$ cat config.mk
export PLATFORM = sky130hd
export DESIGN_NAME = qec_counter_group
export DESIGN_NICKNAME = d
export VERILOG_FILES = /design/src/qec_pkg.sv /design/src/qec_counter_group.sv /design/src/qec_debounce.sv
export SDC_FILE = /design/constraint.sdc
export NUM_CORES = 1
export LEC_CHECK = 0
export BUFFER_PORTS_ARGS = -buffer_cell sky130_fd_sc_hd__buf_2
export CAP_MARGIN = 25
export CORE_MARGIN = 2
export CORE_UTILIZATION = 35
export CTS_BUF_LIST = sky130_fd_sc_hd__clkbuf_4
export DETAILED_ROUTE_END_ITERATION = 10
export PLACE_DENSITY = 0.52
export SLEW_MARGIN = 15
export SYNTH_ARGS = -nofsm -noshare
export SYNTH_HDL_FRONTEND = slang
export SYNTH_SLANG_ARGS = --single-unit
export TNS_END_PERCENT = 20
$ cat constraint.sdc
create_clock -name clk_i -period 3.7 [get_ports clk_i]
set_input_delay 0.185 -clock clk_i [delete_from_list [all_inputs] [get_ports clk_i]]
set_output_delay 0.185 -clock clk_i [all_outputs]
set_load 0.1 [all_outputs]
$ cat src/qec_pkg.sv
// Shared constants, types and channel configuration for the quadrature encoder counter group
`default_nettype none

package qec_pkg;

  // Channel count and counter geometry
  localparam int          NUM_CH  = 4;
  localparam int          CNT_W   = 16;
  localparam logic [15:0] CNT_ZERO = 16'h0000;
  localparam logic [15:0] CNT_ONE  = 16'h0001;
  localparam logic [15:0] CNT_MAX  = 16'hffff;

  // Clock period in picoseconds (200 MHz)
  localparam int CLK_PERIOD_PS = 5000;

  // Period-mode tick sizes in picoseconds, as printed
  localparam int TICK_SHORT_PS = 208300;
  localparam int TICK_MID_PS   = 2083300;
  localparam int TICK_LONG_PS  = 20833000;
  localparam int TICK_SHORT_CYC = (TICK_SHORT_PS / CLK_PERIOD_PS < 1) ? 1 : TICK_SHORT_PS / CLK_PERIOD_PS;
  localparam int TICK_MID_CYC   = (TICK_MID_PS / CLK_PERIOD_PS < 1) ? 1 : TICK_MID_PS / CLK_PERIOD_PS;
  localparam int TICK_LONG_CYC  = (TICK_LONG_PS / CLK_PERIOD_PS < 1) ? 1 : TICK_LONG_PS / CLK_PERIOD_PS;
  localparam int TICK_W         = 13;
  localparam logic [12:0] TICK_ZERO = 13'h0000;
  localparam logic [12:0] TICK_ONE  = 13'h0001;

  // Debounce times in nanoseconds; least times, rounded up to cycles
  localparam int DB_SHORT_NS = 500;
  localparam int DB_MID_NS   = 1000;
  localparam int DB_LONG_NS  = 2000;
  localparam int DB_SHORT_CYC = (DB_SHORT_NS * 1000 + CLK_PERIOD_PS - 1) / CLK_PERIOD_PS;
  localparam int DB_MID_CYC   = (DB_MID_NS * 1000 + CLK_PERIOD_PS - 1) / CLK_PERIOD_PS;
  localparam int DB_LONG_CYC  = (DB_LONG_NS * 1000 + CLK_PERIOD_PS - 1) / CLK_PERIOD_PS;
  localparam int DB_W         = 9;
  localparam logic [8:0] DB_ZERO = 9'h000;
  localparam logic [8:0] DB_ONE  = 9'h001;

  // Channel counting mode
  typedef enum logic [1:0] {
    QEC_MODE_TOTAL  = 2'h0,
    QEC_MODE_ENC    = 2'h1,
    QEC_MODE_PERIOD = 2'h3
  } qec_mode_type;

  // Encoder resolution option
  typedef enum logic [1:0] {
    QEC_ENC_X1 = 2'h0,
    QEC_ENC_X2 = 2'h1,
    QEC_ENC_X4 = 2'h3
  } qec_enc_type;

  // Period tick size select
  typedef enum logic [1:0] {
    QEC_TICK_SHORT = 2'h0,
    QEC_TICK_MID   = 2'h1,
    QEC_TICK_LONG  = 2'h3
  } qec_tick_type;

  // Debounce select; off passes the input straight through
  typedef enum logic [1:0] {
    QEC_DB_OFF   = 2'h0,
    QEC_DB_SHORT = 2'h1,
    QEC_DB_MID   = 2'h3,
    QEC_DB_LONG  = 2'h2
  } qec_db_type;

  // Acquisition state
  typedef enum logic [0:0] {
    QEC_ACQ_IDLE = 1'b0,
    QEC_ACQ_RUN  = 1'b1
  } qec_acq_type;

  // Per-channel configuration
  typedef struct packed {
    qec_mode_type mode;
    qec_enc_type  enc_opt;
    logic         gate_en;
    logic         clear_en;
    logic [1:0]   map_sel;
    qec_tick_type tick_sel;
    qec_db_type   db_sel;
  } qec_cfg_type;

  // Latched scan data handed to the scan sequencer
  typedef struct packed {
    logic [NUM_CH-1:0][CNT_W-1:0] count;
    logic [NUM_CH-1:0]            ref_valid;
  } qec_scan_type;

endpackage : qec_pkg

`default_nettype wire

$ cat src/qec_counter_group.sv
// Quadrature encoder counter group: four counter channels latched into the scan stream
`default_nettype none

module qec_counter_group #(
  parameter int unsigned TICK_LONG_CYC = qec_pkg::TICK_LONG_CYC
) (
  input  wire logic                                 clk_i,
  input  wire logic                                 srst_i,
  input  wire logic                                 counter_input_zero_i,
  input  wire logic                                 counter_input_one_i,
  input  wire logic                                 counter_input_two_i,
  input  wire logic                                 counter_input_three_i,
  input  wire logic                                 scan_begin_marker_i,
  input  wire logic                                 acq_start_i,
  input  wire logic                                 acq_stop_i,
  input  wire qec_pkg::qec_cfg_type [qec_pkg::NUM_CH-1:0] cfg_i,
  output qec_pkg::qec_scan_type                     scan_data_o,
  output logic                                      scan_latched_o,
  output logic                                      acq_running_o
);

  localparam int N = qec_pkg::NUM_CH;

  typedef struct packed {
    qec_pkg::qec_acq_type                  acq;
    logic [N-1:0]                          lvl_prev;
    logic [N-1:0][qec_pkg::CNT_W-1:0]      cnt;
    logic [N-1:0][qec_pkg::CNT_W-1:0]      per_val;
    logic [N-1:0][qec_pkg::TICK_W-1:0]     tick_cnt;
    logic [N-1:0]                          ref_seen;
    qec_pkg::qec_scan_type                 latched;
    logic                                  latch_pulse;
  } qec_state_type;

  qec_state_type s_q;
  qec_state_type s_d;

  logic [N-1:0] raw;
  logic [N-1:0] lvl;
  logic [N-1:0] rise;
  logic [N-1:0] fall;

  assign raw = {counter_input_three_i, counter_input_two_i, counter_input_one_i, counter_input_zero_i};

  // One debounce filter per input, each with its own time
  for (genvar g = 0; g < N; g++) begin : g_db
    qec_debounce u_db (
      .clk_i    (clk_i),
      .srst_i   (srst_i),
      .raw_i    (raw[g]),
      .db_sel_i (cfg_i[g].db_sel),
      .level_o  (lvl[g])
    );
  end

  // Edges of the filtered inputs
  assign rise = lvl & ~s_q.lvl_prev;
  assign fall = ~lvl & s_q.lvl_prev;

  // Clock cycles per period-mode tick
  function automatic logic [qec_pkg::TICK_W-1:0] tick_limit(input qec_pkg::qec_tick_type sel);
    case (sel)
      qec_pkg::QEC_TICK_SHORT: tick_limit = qec_pkg::TICK_W'(qec_pkg::TICK_SHORT_CYC);
      qec_pkg::QEC_TICK_MID:   tick_limit = qec_pkg::TICK_W'(qec_pkg::TICK_MID_CYC);
      qec_pkg::QEC_TICK_LONG:  tick_limit = qec_pkg::TICK_W'(TICK_LONG_CYC);
      default:                 tick_limit = qec_pkg::TICK_ONE;
    endcase
  endfunction : tick_limit

  // Channel value presented to the latch: last full period, or the counter
  function automatic logic [qec_pkg::CNT_W-1:0] chan_value(input qec_state_type s, input int i,
                                                           input qec_pkg::qec_mode_type m);
    chan_value = (m == qec_pkg::QEC_MODE_PERIOD) ? s.per_val[i] : s.cnt[i];
  endfunction : chan_value

  // Next-state logic for all channels
  always_comb begin
    logic       a_now;
    logic       b_now;
    logic       a_old;
    logic       b_old;
    logic       m_lvl;
    logic       m_rise;
    logic       step;
    logic       up;
    logic       tick;
    logic [1:0] part;
    a_now  = 1'b0;
    b_now  = 1'b0;
    a_old  = 1'b0;
    b_old  = 1'b0;
    m_lvl  = 1'b0;
    m_rise = 1'b0;
    step   = 1'b0;
    up     = 1'b0;
    tick   = 1'b0;
    part   = 2'h0;
    s_d             = s_q;
    s_d.lvl_prev    = lvl;
    s_d.latch_pulse = 1'b0;

    for (int i = 0; i < N; i++) begin
      // Partner input: the even/odd pair decodes together
      part  = 2'(i) ^ 2'h1;
      a_now = lvl[i];
      b_now = lvl[part];
      a_old = s_q.lvl_prev[i];
      b_old = s_q.lvl_prev[part];
      m_lvl  = lvl[cfg_i[i].map_sel];
      m_rise = rise[cfg_i[i].map_sel];

      // Count events per resolution option; up when A leads B
      case (cfg_i[i].enc_opt)
        qec_pkg::QEC_ENC_X1: step = rise[i];
        qec_pkg::QEC_ENC_X2: step = rise[i] | fall[i];
        qec_pkg::QEC_ENC_X4: step = (rise[i] | fall[i]) | (b_now ^ b_old);
        default:             step = rise[i];
      endcase
      if (a_now != a_old) begin
        up = a_now ^ b_old;
      end else begin
        up = ~(b_now ^ a_now);
      end

      // Tick divider for period mode
      tick = 1'b0;
      if (s_q.tick_cnt[i] + qec_pkg::TICK_ONE >= tick_limit(cfg_i[i].tick_sel)) begin
        s_d.tick_cnt[i] = qec_pkg::TICK_ZERO;
        tick            = 1'b1;
      end else begin
        s_d.tick_cnt[i] = s_q.tick_cnt[i] + qec_pkg::TICK_ONE;
      end

      if (s_q.acq == qec_pkg::QEC_ACQ_RUN) begin
        case (cfg_i[i].mode)
          qec_pkg::QEC_MODE_ENC: begin
            // Gate holds the count while the mapped input is low
            if (step && (!cfg_i[i].gate_en || m_lvl)) begin
              s_d.cnt[i] = up ? s_q.cnt[i] + qec_pkg::CNT_ONE : s_q.cnt[i] - qec_pkg::CNT_ONE;
            end
          end
          qec_pkg::QEC_MODE_PERIOD: begin
            // Ticks between rising edges; the mapped input never gates here
            if (rise[i]) begin
              s_d.per_val[i]  = s_q.cnt[i];
              s_d.cnt[i]      = qec_pkg::CNT_ZERO;
              s_d.tick_cnt[i] = qec_pkg::TICK_ZERO;
            end else if (tick && s_q.cnt[i] != qec_pkg::CNT_MAX) begin
              s_d.cnt[i] = s_q.cnt[i] + qec_pkg::CNT_ONE;
            end
          end
          default: begin
            // Totalize: stops at the top rather than wrapping
            if (rise[i] && (!cfg_i[i].gate_en || m_lvl) && s_q.cnt[i] != qec_pkg::CNT_MAX) begin
              s_d.cnt[i] = s_q.cnt[i] + qec_pkg::CNT_ONE;
            end
          end
        endcase

        // Mapped rising edge clears; also marks the index reference as found
        if (cfg_i[i].clear_en && m_rise && cfg_i[i].mode != qec_pkg::QEC_MODE_PERIOD) begin
          s_d.cnt[i]      = qec_pkg::CNT_ZERO;
          s_d.ref_seen[i] = 1'b1;
        end
      end
    end

    // Scan start latches every channel; value covers the scan just ended
    if (s_q.acq == qec_pkg::QEC_ACQ_RUN && scan_begin_marker_i) begin
      for (int i = 0; i < N; i++) begin
        s_d.latched.count[i]     = chan_value(s_q, i, cfg_i[i].mode);
        s_d.latched.ref_valid[i] = s_q.ref_seen[i];
      end
      s_d.latch_pulse = 1'b1;
    end

    // Acquisition control; start wins over everything and zeroes all channels
    case (s_q.acq)
      qec_pkg::QEC_ACQ_IDLE: begin
        if (acq_start_i) begin
          s_d.acq = qec_pkg::QEC_ACQ_RUN;
        end
      end
      qec_pkg::QEC_ACQ_RUN: begin
        if (acq_stop_i && !acq_start_i) begin
          s_d.acq = qec_pkg::QEC_ACQ_IDLE;
        end
      end
      default: s_d.acq = qec_pkg::QEC_ACQ_IDLE;
    endcase
    if (acq_start_i) begin
      s_d.cnt         = '0;
      s_d.per_val     = '0;
      s_d.tick_cnt    = '0;
      s_d.ref_seen    = '0;
      s_d.latched     = '0;
      s_d.latch_pulse = 1'b0;
    end
  end

  always_ff @(posedge clk_i) begin
    if (srst_i) begin
      s_q <= '0;
    end else begin
      s_q <= s_d;
    end
  end

  // Outputs straight from the state register
  assign scan_data_o    = s_q.latched;
  assign scan_latched_o = s_q.latch_pulse;
  assign acq_running_o  = (s_q.acq == qec_pkg::QEC_ACQ_RUN);

  // Checks
  logic run;
  assign run = (s_q.acq == qec_pkg::QEC_ACQ_RUN);
endmodule : qec_counter_group

`default_nettype wire

$ cat src/qec_debounce.sv
// Per-input debounce filter with a selectable stability time
`default_nettype none

module qec_debounce (
  input  wire logic               clk_i,
  input  wire logic               srst_i,
  input  wire logic               raw_i,
  input  wire qec_pkg::qec_db_type db_sel_i,
  output logic                    level_o
);

  typedef struct packed {
    logic                      level;
    logic [qec_pkg::DB_W-1:0]  cnt;
  } qec_db_state_type;

  qec_db_state_type s_q;
  qec_db_state_type s_d;

  // Stability count for the chosen time
  function automatic logic [qec_pkg::DB_W-1:0] db_limit(input qec_pkg::qec_db_type sel);
    case (sel)
      qec_pkg::QEC_DB_SHORT: db_limit = qec_pkg::DB_W'(qec_pkg::DB_SHORT_CYC);
      qec_pkg::QEC_DB_MID:   db_limit = qec_pkg::DB_W'(qec_pkg::DB_MID_CYC);
      qec_pkg::QEC_DB_LONG:  db_limit = qec_pkg::DB_W'(qec_pkg::DB_LONG_CYC);
      default:               db_limit = qec_pkg::DB_ONE;
    endcase
  endfunction : db_limit

  // Unless debounce is off, level follows the raw input only once it has held steady; vibration edges die here
  always_comb begin
    s_d = s_q;
    if (db_sel_i == qec_pkg::QEC_DB_OFF) begin
      s_d.level = raw_i;
      s_d.cnt   = qec_pkg::DB_ZERO;
    end else if (raw_i != s_q.level) begin
      if (s_q.cnt + qec_pkg::DB_ONE >= db_limit(db_sel_i)) begin
        s_d.level = raw_i;
        s_d.cnt   = qec_pkg::DB_ZERO;
      end else begin
        s_d.cnt = s_q.cnt + qec_pkg::DB_ONE;
      end
    end else begin
      s_d.cnt = qec_pkg::DB_ZERO;
    end
  end

  always_ff @(posedge clk_i) begin
    if (srst_i) begin
      s_q <= '0;
    end else begin
      s_q <= s_d;
    end
  end

  assign level_o = s_q.level;

endmodule : qec_debounce

`default_nettype wire

==> summary.md <==
| Metric | Value |
|---|---|
| Fillers | `roughly 5.0k` |
| Post-Syn Area | `0.0170 sq mm` |
| Total track usage | `18.7%` |
| First-pass GRT wire length | `~77000 um` |
| Placed cell area | `0.0176 sq mm` |
| Num rows | `80` |
| Final slew viol count | `0` |
| Register area share after synthesis | `35.1%` |
| Met3 Wirelength | `2700 um` |
| Fmax | `294 MHz` |
| Core ar. | `roughly 0.048 sq mm` |
| Pwr dens | `379 mW/mm^2` |
| Drt via density | `5.35` |
| CP Capture Point | `s_q[235]` |
| Io pins | `127` |
| Top_reg_cell synth | `dfxtp_1` |
| Rel. slew slack | `between 30% and 40%` |
| DRT iter0 DRCs | `875` |
| Worst-margin pin slew | `0.985 ns` |
| HPWL Detailed | `33000 um` |
| Htree depth | `3` |
| Hold Path Class | `in -> reg` |
| Startpoint Class | `flip-flop` |
| Multi-input gate area | `0.00975 sq mm` |
| Resize count post-CTS | `0` |
| Pre-Repair DR Iteration Count | `5` |
| Synth top area share | `a little over a third` |
| Share of synthesized registers carrying an async set or reset | `0%` |
| Post-route insts no fill | `2894` |
| Routability Congestion | `0.864` |
| CP endpoint kind | `flip-flop` |
| R2R setup slack | `about 0.30 ns` |
| Height of the die | `224 um` |
| CTS tree | `done` |
| Status | `completed` |
| Syn_area_per_cell | `just under 8 sq um` |
| WL met2 | `approximately 21000 um` |
| Synth unique cells | `slightly above 80` |
| Number of remaining DRC errors | `0` |
| Initial Util | `35.5%` |
| Yosys top cell by area | `dfxtp_1` |
| Crit path DAT | `a little over 4 ns` |
| Clock buffer depth | `3` |
| I/O Buffers | `126` |
| EDFF count, synth | `0` |
| Critical Path Start | `s_q[99]` |
| P_leak | `7.12 nW` |
| Clock sink count | `298` |
| Yosys reg bits | `298` |
| DIE AREA | `0.0504 sq mm` |
| RSZ-0062 raised after global routing | `no` |
| Final hold slack | `0.0998 ns` |
| Share of layout cells above drive strength 1 | `15.3%` |
| Ranking of synthesized cells by area | `dfxtp_1, nand2_1, ha_1` |
| Register area | `between 0.005 and 0.006 sq mm` |
| Origin of the critical flop-to-flop path | `s_q[99]` |
| Setup TNS | `0 ns` |
| Die X | `between 200 and 250 um` |
| Total grt overflow | `0` |
| Clk slew on worst S/H paths | `~0.060 ns` |
| CTS Buf Count | `87` |
| Depth of the worst register-to-register path | `13` |
| Hold_sp | `cfg_i[35]` |
| WL/cell | `16.3 um` |
| Worst-skew pair later-pin latency | `0.80 ns` |
| Final WL | `47300 um` |
| Final Net Count | `~2.4k` |
| Via count | `between 15k and 20k` |
| Final Hold Fails | `0` |
| Highest metal used | `met5` |
| Critical path type | `reg -> reg` |
| Setup Viol. Count Final | `0` |
| Tmin final | `3.40 ns` |
| Number of global-route vias before repair | `15.0k` |
| Max cap viols | `0` |
| Number of setup buffers added after CTS | `0` |
| Most common cell in the synthesized netlist | `nand2_1` |
| CTS Root Cell | `clkbuf_4` |
| VDD IR max | `178 uV` |
| Layout area overhead | `11.5%` |
| Syn_nets | `2297` |
| Final instance area | `0.0190 sq mm` |
| Final critical-path share of the clock period | `92.0%` |
| Worst path required time | `4.39 ns` |
| Met1 WL | `21800 um` |
| Initial antenna violation count | `5` |
| Post-route ant nets | `0` |
| Reg2reg end | `s_q[235]` |
| Ys Warns | `0` |
| Largest net degree at the start of global routing | `78` |
| Cell count after placement | `2717` |
| Max FO, Critical Path | `32` |
| Post-Synthesis Cells | `2152` |
| Synth cell count leaders | `nand2_1, dfxtp_1, nor2_1` |
| Clock Skew | `0.0499 ns` |
==> worst max-delay path, stage by stage, from the launching register on <==
cell	delay, ns
dfxtp_1	0.39
ha_1	0.22
and4_1	0.26
and2_1	0.19
xor2_1	0.22
ha_1	0.29
a21o_1	0.17
a21o_1	0.18
a2111oi_2	0.35
o211ai_1	0.21
o41ai_4	0.30
buf_12	0.21
nor2_1	0.06
o221a_2	0.26
==> report_power, final <==
group | switching (mW) | internal (mW)
logic | 0.578 | 0.266
clock network | 1.44 | 1.62
registers | 0.0383 | 3.25
total | 2.05 | 5.13
==> sequential cells by signal (all words and copies together) (netlist names) <==
register,count
scan_latched_o,1
g_db.u_db.level_o,4
s_q,188
g_db.u_db.s_q,36
acq_running_o,1
scan_data_o,68
==> cell type report <==
type	instances	share of cell area, %
diodes	4	0.0528
repair buffers	190	6.40
clock inverters	20	0.535
well taps	615	4.06
inverters	50	0.990
multi-input cells	1590	51.5
clock buffers	127	5.03
flip-flops and latches	298	31.5
==> what timing repair did <==
action | 4_1_cts | 5_1_grt
hold buffers | 26 | 0
setup endpoints to repair | 0 | 0
hold endpoints to repair | 78 | 0
==> cells by family (layout without fill, tap and decap cells) <==
group                    count (synthesis)  after routing  synth area share (%)
AND/OR/NAND/NOR                        965            965                  26.8
AO/OA/AOI/OAI                          439            439                  18.2
flip-flops                             298            298                  35.1
buffers and inverters                  264            387                  7.68
adder cells (fa/ha/maj)                 88             88                  6.48
XOR/XNOR                                80             80                  4.12
multiplexers                            18             18                  1.66
other                                    0              4                     0
==> layout by cell type (no fill, tap or decap), types with 46 or more instances in the layout <==
cell	synthesis	final
o21ai_0	48	47
xnor2_1	46	46
nand2_1	369	369
ha_1	88	88
a21oi_1	129	129
nor2_1	210	209
nor2b_1	63	63
a311oi_1	76	76
inv_1	50	50
buf_2	9	126
nand3_1	84	84
clkbuf_4	0	127
dfxtp_1	298	298
==> through the flow <==
step | setup WS [ns] | power (mW) | util (%)
final | 0.296 | 7.19 | 39.6
after global routing | 0.0147 | 7.59 | 39.6
after CTS | 0.305 | 7.33 | 39.6
after detailed placement | 0.307 | 4.18 | 36.8
after global placement | 0.371 | 4.17 | 36.8
after floorplan | 0.521 | 3.96 | -
==> routing by layer <==
metal	vias up	track usage (%)
li1	7761	-
met1	7227	24.0
met2	374	29.7
met3	103	4.43
met4	4	8.80
met5	-	0
==> worst min path at each step <==
stage	endpoint	slack [ns]	cells after the start
floorplan	acq_running_o	0.30	2
global placement	s_q[70]	0.44	2
detailed placement	s_q[70]	0.44	2
CTS	scan_data_o[18]	0.003	5
global route	scan_data_o[17]	0.06	5
finish	scan_data_o[45]	0.1	5
Power figures use the tool's default switching activity.
